==> src/pkg/cpu_decoder_regs.vh <==
/*
  Opcode fields, flag positions and reset values of the instruction
  decoder. Assumes 16-bit instruction words, most significant bit first.
*/
`ifndef CPU_DECODER_REGS_VH
`define CPU_DECODER_REGS_VH

// ----------------------------------------------------------------
// Upper nibble of the instruction word
// ----------------------------------------------------------------
`define OPN_MISC 4'h0
`define OPN_FLIP 4'h7
`define OPN_SET 4'h8
`define OPN_CLEAR 4'h9
`define OPN_SKIP_SET 4'ha
`define OPN_SKIP_CLEAR 4'hb
`define OPN_REL 4'hd
`define OPN_LONG 4'he
`define OPN_SECOND 4'hf

// ----------------------------------------------------------------
// Bits 11:8 under upper nibble 0000 (literal group)
// ----------------------------------------------------------------
`define LIT_CTRL 4'h0
`define LIT_BANK 4'h1
`define LIT_SUB 4'h8
`define LIT_OR 4'h9
`define LIT_XOR 4'ha
`define LIT_AND 4'hb
`define LIT_RETLIT 4'hc
`define LIT_MUL 4'hd
`define LIT_LOAD 4'he
`define LIT_ADD 4'hf

// ----------------------------------------------------------------
// Bits 11:8 under upper nibble 1110 (bits 11:9 for the call)
// ----------------------------------------------------------------
`define LONG_CALL 3'h6
`define LONG_PTR 4'he
`define LONG_JUMP 4'hf

// ----------------------------------------------------------------
// Low byte of control words 0000 0000 xxxx xxxx
// ----------------------------------------------------------------
`define CTL_NOP 8'h00
`define CTL_STANDBY 8'h03
`define CTL_KICK 8'h04
`define CTL_PUSH 8'h05
`define CTL_PULL 8'h06
`define CTL_TBL_RD 6'h02
`define CTL_TBL_WR 6'h03
`define CTL_IRET 7'h08
`define CTL_RET 7'h09

// ----------------------------------------------------------------
// Bit operation codes on bit_op_o
// ----------------------------------------------------------------
`define BITOP_NONE 2'h0
`define BITOP_CLEAR 2'h1
`define BITOP_SET 2'h2
`define BITOP_FLIP 2'h3

// ----------------------------------------------------------------
// Status flag positions and reset values
// ----------------------------------------------------------------
`define FLAG_C 0
`define FLAG_DC 1
`define FLAG_Z 2
`define FLAG_OV 3
`define FLAG_N 4
`define FLAGS_ALL 5'h1f
`define FLAGS_ZN 5'h14
`define FLAGS_RST 5'h00
`define WORKING_REG_RST 8'h00
`define BANK_RST 4'h0
`define WDT_FLAG_RST 1'b1
`define PD_FLAG_RST 1'b1

`endif

==> src/verilog/branch_unit.v <==
/*
  Branch condition test and relative target adder.
  Assumes pc_i is the word address of the branch instruction itself.
*/
`timescale 1ns/10ps
`include "cpu_decoder_regs.vh"

module branch_unit #(
  parameter PC_W = 20
) (
  input wire [2:0] cond_i, // Condition code bits 10:8
  input wire [4:0] flags_i, // Current status flags
  input wire [PC_W-1:0] pc_i, // Address of this word
  input wire [10:0] off_i, // Offset field
  input wire long_i, // Eleven-bit offset instead of eight
  output reg taken_o, // Condition holds
  output reg [PC_W-1:0] target_o // Branch target
);
  reg [10:0] off;
  always @*
  begin
    case (cond_i[2:1])
      2'h0: taken_o = flags_i[`FLAG_Z];
      2'h1: taken_o = flags_i[`FLAG_C];
      2'h2: taken_o = flags_i[`FLAG_OV];
      default: taken_o = flags_i[`FLAG_N];
    endcase
    taken_o = taken_o ^ cond_i[0];
    off = long_i ? off_i : {{3{off_i[7]}}, off_i[7:0]};
    // Word offset from the following instruction
    target_o = pc_i + {{(PC_W-11){1'b0}}, 11'h001} +
               {{(PC_W-11){off[10]}}, off};
  end
endmodule

==> src/verilog/cpu_instruction_decoder.v <==
/*
  Instruction decoder and sequencer for the 8-bit core: bit, control,
  literal and table instructions. Assumes a fetcher that presents the
  word at fetch_addr_o with instr_valid_i while instr_ready_o is high,
  and file data for the addressed register on file_data_i in that cycle.
*/
`timescale 1ns/10ps
`include "cpu_decoder_regs.vh"

// Functional notes
// - Bit test skips decode 1011/1010, flags untouched
// - Skip costs one, two or three cycles
// - Conditional branches on zero, carry, negative
// - Overflow branches; taken costs two cycles
// - Program counter changes take two cycles
// - Two-word call, bit s saves fast
// - Two-word absolute jump, twenty address bits
// - Lone 1111 word and zero word idle
// - Stack pull and push, one cycle
// - Returns take two cycles; interrupt return enables
// - Return with literal loads working register
// - Standby and watchdog kick update two flags
// - Literal add updates all five flags
// - Literal subtract computes literal minus working
// - Logic literals update zero and negative only
// - Multiply and load literal, no flags
// - Bank literal loads bank register low nibble
// - Two-word pointer load, twelve-bit literal
// - Table read with four pointer modes
// - Table write with four pointer modes
// - Bit ops one cycle, ports read pins
// - Bit op on timer clears its prescaler
module cpu_instruction_decoder #(
  parameter PC_W = 20,
  parameter [7:0] TIMER_ZERO_ADDR = 8'h00,
  parameter [7:0] PORT_LO = 8'h80,
  parameter [7:0] PORT_HI = 8'h8f
) (
  input wire core_clk_i, // Core clock
  input wire nrst_i, // Asynchronous reset, active low
  input wire [15:0] instr_i, // Fetched word
  input wire instr_valid_i, // Fetched word present
  input wire [7:0] file_data_i, // Addressed file register
  input wire [PC_W-1:0] stack_top_i, // Return stack top
  input wire prescaler_assigned_i, // Prescaler serves the timer
  input wire irq_high_active_i, // Return is from high level
  output reg instr_ready_o, // Word will be taken
  output reg [PC_W-1:0] fetch_addr_o, // Word address to fetch
  output reg [7:0] working_reg_o, // Working register
  output reg [4:0] status_o, // N, OV, Z, DC, C
  output reg [3:0] bank_select_reg_o, // Bank select, low nibble
  output reg [15:0] product_o, // Multiply result
  output reg product_load_o, // Product strobe
  output reg ptr_load_o, // Pointer load strobe
  output reg [1:0] ptr_sel_o, // Pointer number
  output reg [11:0] ptr_value_o, // Pointer value
  output reg [1:0] bit_op_o, // Bit operation strobe
  output reg [7:0] file_addr_o, // File address of bit op
  output reg [2:0] bit_index_o, // Bit index of bit op
  output reg access_bank_o, // Bank bit of bit op
  output reg read_pins_o, // Take pin levels for port
  output reg prescaler_clear_o, // Clear timer prescaler
  output reg stack_push_o, // Push strobe
  output reg [PC_W-1:0] stack_data_o, // Pushed address
  output reg stack_pull_o, // Pull strobe
  output reg fast_save_o, // Save shadow registers
  output reg fast_restore_o, // Restore shadow registers
  output reg global_irq_enable_high_o, // Set high enable
  output reg peripheral_irq_enable_low_o, // Set low enable
  output reg tbl_read_o, // Table read strobe
  output reg tbl_write_o, // Table write strobe
  output reg [1:0] tbl_mode_o, // Pointer mode
  output reg wdt_clear_o, // Watchdog kick strobe
  output reg standby_o, // Standby entry strobe
  output reg watchdog_expired_flag_o, // Watchdog flag
  output reg powerdown_flag_o // Powerdown flag
);
  // ----------------------------------------------------------------
  // States
  // ----------------------------------------------------------------
  localparam [4:0] ST_EXEC = 5'h01;
  localparam [4:0] ST_SECOND = 5'h02;
  localparam [4:0] ST_STALL = 5'h04;
  localparam [4:0] ST_SKIP = 5'h08;
  localparam [4:0] ST_SKIP2 = 5'h10;

  function is_two_word;
    input [15:0] w;
    begin
      is_two_word = (w[15:12] == `OPN_LONG) &&
                    ((w[11:9] == `LONG_CALL) || (w[11:8] == `LONG_PTR) ||
                     (w[11:8] == `LONG_JUMP));
    end
  endfunction

  // ----------------------------------------------------------------
  // Reset release
  // ----------------------------------------------------------------
  reg rst_meta_q;
  reg rst_n_q;
  always @(posedge core_clk_i or negedge nrst_i)
  begin
    if (!nrst_i)
    begin
      rst_meta_q <= 1'b0;
      rst_n_q <= 1'b0;
    end
    else
    begin
      rst_meta_q <= 1'b1;
      rst_n_q <= rst_meta_q;
    end
  end

  reg [4:0] state_q, state_d;
  reg [15:0] first_q, first_d;
  reg [PC_W-1:0] pc_d;
  reg ready_d;
  reg [7:0] w_d;
  reg [4:0] flags_d;
  reg [3:0] bank_d;
  reg [15:0] prod_d;
  reg prod_ld_d, ptr_ld_d, pre_clr_d, pins_d;
  reg [1:0] ptr_sel_d, bit_op_d, tbl_mode_d;
  reg [11:0] ptr_val_d;
  reg push_d, pull_d, fsave_d, frest_d, gie_h_d, gie_l_d;
  reg [PC_W-1:0] sdata_d;
  reg trd_d, twr_d, kick_d, stby_d, to_d, pd_d;
  wire take = instr_valid_i && instr_ready_o;
  wire [7:0] alu_res;
  wire [4:0] alu_flags, alu_mask;
  wire br_taken;
  wire [PC_W-1:0] br_target;

  lit_alu u_alu (
    .op_i(instr_i[11:8]),
    .w_i(working_reg_o),
    .k_i(instr_i[7:0]),
    .res_o(alu_res),
    .flags_o(alu_flags),
    .mask_o(alu_mask)
  );

  branch_unit #(.PC_W(PC_W)) u_branch (
    .cond_i(instr_i[10:8]),
    .flags_i(status_o),
    .pc_i(fetch_addr_o),
    .off_i(instr_i[10:0]),
    .long_i(instr_i[15:12] == `OPN_REL),
    .taken_o(br_taken),
    .target_o(br_target)
  );

  // ----------------------------------------------------------------
  // Decode and sequencing
  // ----------------------------------------------------------------
  always @*
  begin
    state_d = state_q;
    first_d = first_q;
    pc_d = fetch_addr_o;
    ready_d = 1'b1;
    w_d = working_reg_o;
    flags_d = status_o;
    bank_d = bank_select_reg_o;
    prod_d = product_o;
    prod_ld_d = 1'b0;
    ptr_ld_d = 1'b0;
    ptr_sel_d = ptr_sel_o;
    ptr_val_d = ptr_value_o;
    bit_op_d = `BITOP_NONE;
    pins_d = 1'b0;
    pre_clr_d = 1'b0;
    push_d = 1'b0;
    sdata_d = stack_data_o;
    pull_d = 1'b0;
    fsave_d = 1'b0;
    frest_d = 1'b0;
    gie_h_d = 1'b0;
    gie_l_d = 1'b0;
    trd_d = 1'b0;
    twr_d = 1'b0;
    tbl_mode_d = tbl_mode_o;
    kick_d = 1'b0;
    stby_d = 1'b0;
    to_d = watchdog_expired_flag_o;
    pd_d = powerdown_flag_o;
    if (state_q == ST_STALL)
      state_d = ST_EXEC;
    else if (take)
    begin
      pc_d = fetch_addr_o + {{(PC_W-1){1'b0}}, 1'b1};
      case (state_q)
        ST_SKIP:
          // Skipped first word drags its second word along
          state_d = is_two_word(instr_i) ? ST_SKIP2 : ST_EXEC;
        ST_SKIP2:
          state_d = ST_EXEC;
        ST_SECOND:
        begin
          state_d = ST_EXEC;
          if (first_q[11:8] == `LONG_PTR)
          begin
            ptr_ld_d = 1'b1;
            ptr_sel_d = first_q[5:4];
            ptr_val_d = {first_q[3:0], instr_i[7:0]};
          end
          else
          begin
            // Target leaves no slot to flush: both words are consumed
            pc_d = {instr_i[11:0], first_q[7:0]};
            if (first_q[11:9] == `LONG_CALL)
            begin
              push_d = 1'b1;
              sdata_d = fetch_addr_o + {{(PC_W-1){1'b0}}, 1'b1};
              fsave_d = first_q[8];
            end
          end
        end
        ST_EXEC:
        begin
          case (instr_i[15:12])
            `OPN_SKIP_CLEAR, `OPN_SKIP_SET:
            begin
              if (file_data_i[instr_i[11:9]] ==
                  (instr_i[15:12] == `OPN_SKIP_SET))
                state_d = ST_SKIP;
            end
            `OPN_CLEAR, `OPN_SET, `OPN_FLIP:
            begin
              if (instr_i[15:12] == `OPN_CLEAR)
                bit_op_d = `BITOP_CLEAR;
              else if (instr_i[15:12] == `OPN_SET)
                bit_op_d = `BITOP_SET;
              else
                bit_op_d = `BITOP_FLIP;
              pins_d = (instr_i[7:0] >= PORT_LO) &&
                       (instr_i[7:0] <= PORT_HI);
              pre_clr_d = (instr_i[7:0] == TIMER_ZERO_ADDR) &&
                          prescaler_assigned_i;
            end
            `OPN_REL:
            begin
              pc_d = br_target;
              state_d = ST_STALL;
              ready_d = 1'b0;
              if (instr_i[11])
              begin
                push_d = 1'b1;
                sdata_d = fetch_addr_o + {{(PC_W-1){1'b0}}, 1'b1};
              end
            end
            `OPN_LONG:
            begin
              if (is_two_word(instr_i))
              begin
                state_d = ST_SECOND;
                first_d = instr_i;
              end
              else if (!instr_i[11] && br_taken)
              begin
                pc_d = br_target;
                state_d = ST_STALL;
                ready_d = 1'b0;
              end
            end
            `OPN_MISC:
            begin
              case (instr_i[11:8])
                `LIT_ADD, `LIT_SUB, `LIT_AND, `LIT_OR, `LIT_XOR:
                begin
                  w_d = alu_res;
                  flags_d = (status_o & ~alu_mask) | (alu_flags & alu_mask);
                end
                `LIT_MUL:
                begin
                  prod_d = {8'h00, working_reg_o} *
                           {8'h00, instr_i[7:0]};
                  prod_ld_d = 1'b1;
                end
                `LIT_LOAD:
                  w_d = instr_i[7:0];
                `LIT_RETLIT:
                begin
                  w_d = instr_i[7:0];
                  pull_d = 1'b1;
                  pc_d = stack_top_i;
                  state_d = ST_STALL;
                  ready_d = 1'b0;
                end
                `LIT_BANK:
                  if (instr_i[7:4] == 4'h0)
                    bank_d = instr_i[3:0];
                `LIT_CTRL:
                begin
                  if (instr_i[7:0] == `CTL_STANDBY)
                  begin
                    stby_d = 1'b1;
                    to_d = 1'b1;
                    pd_d = 1'b0;
                  end
                  else if (instr_i[7:0] == `CTL_KICK)
                  begin
                    kick_d = 1'b1;
                    to_d = 1'b1;
                    pd_d = 1'b1;
                  end
                  else if (instr_i[7:0] == `CTL_PUSH)
                  begin
                    push_d = 1'b1;
                    sdata_d = fetch_addr_o + {{(PC_W-1){1'b0}}, 1'b1};
                  end
                  else if (instr_i[7:0] == `CTL_PULL)
                    pull_d = 1'b1;
                  else if (instr_i[7:2] == `CTL_TBL_RD ||
                           instr_i[7:2] == `CTL_TBL_WR)
                  begin
                    trd_d = (instr_i[7:2] == `CTL_TBL_RD);
                    twr_d = (instr_i[7:2] == `CTL_TBL_WR);
                    tbl_mode_d = instr_i[1:0];
                    state_d = ST_STALL;
                    ready_d = 1'b0;
                  end
                  else if (instr_i[7:1] == `CTL_IRET ||
                           instr_i[7:1] == `CTL_RET)
                  begin
                    pull_d = 1'b1;
                    frest_d = instr_i[0];
                    pc_d = stack_top_i;
                    state_d = ST_STALL;
                    ready_d = 1'b0;
                    if (instr_i[7:1] == `CTL_IRET)
                    begin
                      gie_h_d = irq_high_active_i;
                      gie_l_d = !irq_high_active_i;
                    end
                  end
                end
                default:
                  w_d = working_reg_o;
              endcase
            end
            default:
              state_d = ST_EXEC;
          endcase
        end
        default:
          state_d = ST_EXEC;
      endcase
    end
  end

  // ----------------------------------------------------------------
  // State and output registers
  // ----------------------------------------------------------------
  always @(posedge core_clk_i or negedge rst_n_q)
  begin
    if (!rst_n_q)
    begin
      state_q <= ST_EXEC;
      first_q <= 16'h0000;
      instr_ready_o <= 1'b0;
      fetch_addr_o <= {PC_W{1'b0}};
      working_reg_o <= `WORKING_REG_RST;
      status_o <= `FLAGS_RST;
      bank_select_reg_o <= `BANK_RST;
      product_o <= 16'h0000;
      product_load_o <= 1'b0;
      ptr_load_o <= 1'b0;
      ptr_sel_o <= 2'h0;
      ptr_value_o <= 12'h000;
      bit_op_o <= `BITOP_NONE;
      file_addr_o <= 8'h00;
      bit_index_o <= 3'h0;
      access_bank_o <= 1'b0;
      read_pins_o <= 1'b0;
      prescaler_clear_o <= 1'b0;
      stack_push_o <= 1'b0;
      stack_data_o <= {PC_W{1'b0}};
      stack_pull_o <= 1'b0;
      fast_save_o <= 1'b0;
      fast_restore_o <= 1'b0;
      global_irq_enable_high_o <= 1'b0;
      peripheral_irq_enable_low_o <= 1'b0;
      tbl_read_o <= 1'b0;
      tbl_write_o <= 1'b0;
      tbl_mode_o <= 2'h0;
      wdt_clear_o <= 1'b0;
      standby_o <= 1'b0;
      watchdog_expired_flag_o <= `WDT_FLAG_RST;
      powerdown_flag_o <= `PD_FLAG_RST;
    end
    else
    begin
      state_q <= state_d;
      first_q <= first_d;
      instr_ready_o <= ready_d;
      fetch_addr_o <= pc_d;
      working_reg_o <= w_d;
      status_o <= flags_d;
      bank_select_reg_o <= bank_d;
      product_o <= prod_d;
      product_load_o <= prod_ld_d;
      ptr_load_o <= ptr_ld_d;
      ptr_sel_o <= ptr_sel_d;
      ptr_value_o <= ptr_val_d;
      bit_op_o <= bit_op_d;
      if (take && state_q == ST_EXEC)
      begin
        file_addr_o <= instr_i[7:0];
        bit_index_o <= instr_i[11:9];
        access_bank_o <= instr_i[8];
      end
      read_pins_o <= pins_d;
      prescaler_clear_o <= pre_clr_d;
      stack_push_o <= push_d;
      stack_data_o <= sdata_d;
      stack_pull_o <= pull_d;
      fast_save_o <= fsave_d;
      fast_restore_o <= frest_d;
      global_irq_enable_high_o <= gie_h_d;
      peripheral_irq_enable_low_o <= gie_l_d;
      tbl_read_o <= trd_d;
      tbl_write_o <= twr_d;
      tbl_mode_o <= tbl_mode_d;
      wdt_clear_o <= kick_d;
      standby_o <= stby_d;
      watchdog_expired_flag_o <= to_d;
      powerdown_flag_o <= pd_d;
    end
  end
endmodule

==> src/verilog/lit_alu.v <==
/*
  Literal arithmetic and logic on the working register.
  Assumes op_i is bits 11:8 of a literal-group instruction word.
*/
`timescale 1ns/10ps
`include "cpu_decoder_regs.vh"

module lit_alu (
  input wire [3:0] op_i, // Literal operation code
  input wire [7:0] w_i, // Working register value
  input wire [7:0] k_i, // Literal
  output reg [7:0] res_o, // Result
  output reg [4:0] flags_o, // New flag values
  output reg [4:0] mask_o // Flags that this operation writes
);
  reg [7:0] b;
  reg [8:0] sum;
  reg [4:0] lo;
  always @*
  begin
    b = ~w_i;
    sum = 9'h000;
    lo = 5'h00;
    res_o = w_i;
    flags_o = 5'h00;
    mask_o = 5'h00;
    case (op_i)
      `LIT_ADD, `LIT_SUB:
      begin
        // Subtract is k + ~w + 1, so carry means no borrow
        if (op_i == `LIT_ADD)
          b = w_i;
        sum = {1'b0, k_i} + {1'b0, b} + {8'h00, op_i == `LIT_SUB};
        lo = {1'b0, k_i[3:0]} + {1'b0, b[3:0]} + {4'h0, op_i == `LIT_SUB};
        res_o = sum[7:0];
        flags_o[`FLAG_C] = sum[8];
        flags_o[`FLAG_DC] = lo[4];
        flags_o[`FLAG_OV] = (k_i[7] == b[7]) && (sum[7] != k_i[7]);
        mask_o = `FLAGS_ALL;
      end
      `LIT_AND:
      begin
        res_o = w_i & k_i;
        mask_o = `FLAGS_ZN;
      end
      `LIT_OR:
      begin
        res_o = w_i | k_i;
        mask_o = `FLAGS_ZN;
      end
      `LIT_XOR:
      begin
        res_o = w_i ^ k_i;
        mask_o = `FLAGS_ZN;
      end
      default:
      begin
        res_o = w_i;
        mask_o = 5'h00;
      end
    endcase
    flags_o[`FLAG_Z] = (res_o == 8'h00);
    flags_o[`FLAG_N] = res_o[7];
  end
endmodule
==> config.mk <==
export PLATFORM = sky130hd
export DESIGN_NAME = cpu_instruction_decoder
export DESIGN_NICKNAME = d
export VERILOG_FILES = /design/src/verilog/branch_unit.v /design/src/verilog/cpu_instruction_decoder.v /design/src/verilog/lit_alu.v
export VERILOG_INCLUDE_DIRS = /design/src /design/src/pkg
export SDC_FILE = /design/constraint.sdc
export NUM_CORES = 1
export LEC_CHECK = 0
export ABC_AREA = 0
export BUFFER_PORTS_ARGS = -buffer_cell sky130_fd_sc_hd__buf_2
export CORE_MARGIN = 1
export CORE_UTILIZATION = 55
export DETAILED_ROUTE_END_ITERATION = 10
export PLACE_DENSITY = 0.8
export SYNTH_ARGS = -nofsm -noshare
export SYNTH_HDL_FRONTEND = slang
export SYNTH_SLANG_ARGS = --single-unit
==> constraint.sdc <==
create_clock -name core_clk_i -period 11.7 [get_ports core_clk_i]
set_clock_uncertainty 0.15 [all_clocks]
set_input_delay 1.17 -clock core_clk_i [delete_from_list [all_inputs] [get_ports core_clk_i]]
set_output_delay 1.17 -clock core_clk_i [all_outputs]
set_load 0.05 [all_outputs]
Word-level counts from Yosys, hierarchy flattened --
Cells that the tools add are included.
Storage, ports and cells: register bits 139, latch bits 0, RAM bits 0, bits in read-only memories 0, bits of input ports 49, memories kept 0
Cells by class: $add $sub $neg 6, multipliers 1, div/mod/pow operators 0, magnitude comparators 3, equal/unequal tests 53, shift operators 0, mux-type cells 181, bitwise operators 14, reduce and logical (&&, ||, !) cells 40
Operators by type and width (number):
- 20-bit 2-to-1 mux | 16
- 20-bit case mux with 2 select lines | 4
- 1-bit 2-to-1 mux | 126
- 4-bit == test, second input constant | 15
- 5-bit 2-to-1 mux | 12
- 20-bit case mux with 3 select lines | 1
- 8-bit case mux with 4 select lines | 1
- 5-bit case mux with 2 select lines | 3
- 5-bit != test, second input constant | 5
- 5-bit case mux with 5 select lines | 1
- 8-bit by 3-bit == test with 1-bit output, second input constant | 3
- 20-bit by 1-bit adder with 20-bit output, second input constant | 1
- 20-bit adder | 1
- 10-bit AND reduction | 2
- 5-bit AND reduction | 4
- 3-bit != test, second input constant | 6
- 8-bit zero test | 2
- 8-bit by 8-bit multiplier with 16-bit output | 1
- 8-bit 2-to-1 mux | 2
- 8-bit case mux with 2 select lines | 1
- 7-bit by 4-bit == test with 1-bit output, second input constant | 2
- 6-bit by 2-bit == test with 1-bit output, second input constant | 2
- 4-bit zero test | 3
- 2-bit 2-to-1 mux | 6
- 49 further kinds | 78

Depth between registers and ports, before layout --
depth in word-level cells 13, gate-level depth with buffers 20

By module --
A second synthesis with hierarchy kept.
Unflattened totals: cells, all modules 1249, area total of the unflattened synthesis 11496.0 um^2
By module, submodules not included:
- cpu_instruction_decoder | instances 1, cells an instance 940, area each 9172.5 um^2, seq. area each 3455.8 um^2
- branch_unit | instances 1, cells an instance 156, area each 1193.6 um^2, seq. area each 0.0 um^2
- lit_alu | instances 1, cells an instance 153, area each 1129.8 um^2, seq. area each 0.0 um^2

Least setup slack after synthesis --
No wires, ideal clock.
path type input to register, start point in instr_i[3], end point reg product_o[15], setup time 0.069 ns, data arrival time 5.372 ns, slack 6.108 ns, stages 20, path buffers 1, cell sequence clkbuf_1 -> clkinv_1 -> nor2_1 -> fa_1 -> inv_1 -> fa_1 -> inv_1 -> ha_1 -> inv_1 -> fa_1 -> inv_1 -> ha_1 -> nor2b_1 -> o21ai_0 -> a21boi_0 -> o21ai_0 -> a211oi_1 -> nor3_1 -> or4b_2 -> nand3_1
On the way: cells in the longest elaborated chain, start to end 1
RTL lines:
- from (decl) | RTL line cpu_instruction_decoder.v:41 | input wire [15:0] instr_i,
- 8-bit by 8-bit multiplier with 16-bit output | RTL line cpu_instruction_decoder.v:277 | prod_d = {8'h00, working_reg_o} *
- to (signal assigned) | RTL line cpu_instruction_decoder.v:402 | product_o <= prod_d;
- to (decl) | RTL line cpu_instruction_decoder.v:52 | output reg [15:0] product_o,
No other way between the ends. A chain may end at the register's enable or synchronous reset.

Worst setup path in the final report --
Same ends and word-level chain as after synthesis.

==> run metrics <==
outcome complete, no violations; Final Hold Viols 0; CP Launch Point instr_i[3]; cell mode on critical path inv_1; Netlist Area Pre-Place 10600 sq um; LEAKAGE 6.03 nW; GRT Util Overall 0.308; Final Cycle Share 0.504; Post-synth ARST share 1.00; XOR/XNOR Fraction of Synth Area 0.0463; Slew Viols, Final 0; min-delay src rst_meta_q$_DFF_PN0_; CTS buffer count 17; vias in the first global route 9114; layout cells sized above 1 0.219; Synth Area in Compound Gates 0.163; multiplexer share of the synthesized area 0.0736; syn avg cell area about 9 sq um; Antenna Nets Post-Route 0; crit-path cells buf_2 -> clkinv_1 -> nor2_1 -> fa_1 -> inv_1 -> fa_1 -> inv_1 -> ha_1 -> inv_1 -> fa_1 -> inv_1 -> ha_1 -> nor2b_1 -> o21ai_0 -> a21boi_0 -> o21ai_0 -> a211oi_1 -> nor3_1 -> or4b_2 -> nand3_1; crit path max fanout 16; Area contributors post-synth dfrtp_1 (32%), ha_1 (9.5%), fa_1 (7.4%), mux2_2 (6.0%), nand2_1 (4.8%); vias per cell 6.15; GR Overflow Total 0; IO buf count between 150 and 200; postcts setup bufs 0; WL per Instance a little under 20 um; Hold Crit Class reg -> reg; Final min period roughly 5900 ps; Peak VDD IR 0.119 mV; Synth top cells by count dfrtp_1 (136), nand2_1 (135), nor2_1 (105); final setup margin 5810 ps; antenna violations before repair 1; Startpoint Class input port; largest net degree at the start of global routing 80; post-synth top area share 0.322; largest family of logic cells by synthesized area adder cells; Reg2Reg Capture Point product_o[15]$_DFFE_PN0P_; Reg2Reg Depth 19; final setup TNS 0 ps; kind of critical path in -> reg; WL final 29800 um; Mapped Cells 1154; Worst Path Required 11920 ps; PD cells 210 nW/um^2; worst-skew pair later-pin latency 440 ps; layout overhead on the synthesized area 14.7%; #FFs+latches synth between 100 and 150; ys flop type dfrtp_1; CP peak stage delay about 610 ps; Worst EP arrival 6110 ps; Max Cap Violations 0; Synth area leader dfrtp_1; Syn. warnings 0; RePlAce Congestion 0.928; CTS Root Cell clkbuf_16; Post-Synth Simple-Gate Area 0.164; Worst setup endpoint product_o[15]$_DFFE_PN0P_; Die Span Y about 140 um; Slew @ Worst Pin 1040 ps; Residual DRC 0; Pre-antenna DRT Iters 9; Relative slew margins 0.303; CTS tree yes; num ports about 170; CTS resizes 0; flop2flop setup slack about 6500 ps; most common cell in the netlist dfrtp_1; pre-CTS setup slack 5500 ps; standard-cell rows 50; Yosys cell types 83; sequential element share of the synthesized area 0.327; Max Freq ~170 MHz; Final nets about 1.5k; half-perimeter wire length after placement 21500 um; Setup crit end kind flip-flop; first-pass GRT wire length 47300 um; TritonCTS Sinks 138; H-tree depth 4; FF-to-FF Start working_reg_o[1]$_DFFE_PN0P_; Adder-Cell Fraction of Synth Area 0.169; clock-pin slew on the worst setup and hold paths 60 ps; cts hold-fix bufs 0; unrepaired setup endpoints after global routing false; Initial Utilization 0.563; Die Footprint 19800 sq um; Vias 9470; EDFF count, synth 0; Worst path slowest cell or4b_2; die width between 100 and 150 um; CORE AREA ~19000 sq um; Final setup viols 0; initial DRC count 897; clk buf depth 2
==> stage by stage <==
stage          cell area, sq um  hold slack, ps   util  total power [W]  instances
2_1_floorplan             10600             181      -          0.00167       1155
3_3_place_gp              11500             185  0.614          0.00194       1508
3_5_place_dp              11500             196  0.614          0.00197       1508
4_1_cts                   12100             209  0.646          0.00254       1540
5_1_grt                   12100             213  0.646          0.00269       1541
6_report                  12100             204  0.646          0.00255       1541
==> sequential cells by signal, summed over array words and instances, names as in the netlist, 2 cells and up, named ones only <==
name               flops
product_o             16
file_addr_o            8
working_reg_o          8
bit_op_o               2
ptr_sel_o              2
stack_data_o          20
fetch_addr_o          20
ptr_value_o           12
bit_index_o            3
bank_select_reg_o      4
state_q                5
tbl_mode_o             2
first_q               12
==> per-layer routing <==
layer,up-vias,wire length [um],global-route usage
li1,4344,-,-
met3,91,2720,0.0686
met2,488,13400,0.466
met5,-,0,0
met4,0,963,0.126
met1,4547,12800,0.428
==> critical path: cells and delay by family <==
kind / cells / cell delay, ps
AND/OR/NAND/NOR: 5 / 1200
AO/OA/AOI/OAI: 4 / 980
adder cells (fa/ha/maj): 5 / 1810
buffers and inverters: 6 / 930
==> area by class of cell <==
| type | count | area (sq um) |
|---|---|---|
| Clock buffer | 19 | 433 |
| Timing Repair Buffer | 175 | 896 |
| Sequential cell | 138 | 3460 |
| Multi-Input combinational cell | 866 | 6520 |
| Clock inverter | 13 | 164 |
| Tap cell | 234 | 293 |
| Fill cell | 1574 | 6640 |
| Inverter | 95 | 357 |
| Antenna cell | 1 | 2.50 |
==> worst min path at each step <==
stage	end	depth (start not counted)
final	rst_n_q$_DFF_PN0_	0
after detailed placement	rst_n_q$_DFF_PN0_	0
after global placement	rst_n_q$_DFF_PN0_	0
after CTS	rst_n_q$_DFF_PN0_	0
after floorplan	rst_n_q$_DFF_PN0_	0
after global routing	rst_n_q$_DFF_PN0_	0
==> cells by family (layout without fill, tap and decap cells) <==
| logic type | Yosys count | count (layout) |
|---|---|---|
| buf+inv | 151 | 302 |
| flops | 138 | 138 |
| xor+xnor | 55 | 55 |
| other cells | 1 | 3 |
| compound gates | 257 | 257 |
| mux | 67 | 67 |
| simple gates | 366 | 366 |
| fa+ha+maj | 119 | 119 |
==> power breakdown <==
part / leakage [nW] / switching [W] / total, W / internal [W]
clock network: 0.289 / 0.000223 / 0.000560 / 0.000337
logic: 3.92 / 0.000872 / 0.00130 / 0.000425
registers: 1.83 / 0.000114 / 0.000692 / 0.000578
total: 6.03 / 0.00121 / 0.00255 / 0.00134
==> cells in the final DEF, fill, tap and decap left out, types with 5 or more instances in the layout <==
master and instances:
xnor2_1 40, and3_1 5, o21ai_0 71, a221oi_1 12, or3_1 9, ha_1 80, a31oi_1 9, inv_6 5
a21oi_1 48, nor2b_1 8, nor3_1 14, inv_1 87, mux2i_1 8, a222oi_1 5, o31ai_1 6, or4_1 5
nand3_1 23, o21a_1 5, a211oi_1 12, buf_4 8, o22ai_1 7, o21bai_1 5, nor2_1 105, nand4_1 6
nand2b_1 11, nor4_1 9, clkinv_1 7, fa_1 39, a22oi_1 16, a21o_1 15, dfrtp_1 135, xor2_1 14
mux2_2 56, nand2_1 135, buf_2 167, clkbuf_16 17
(Power assumes the default switching activity.)
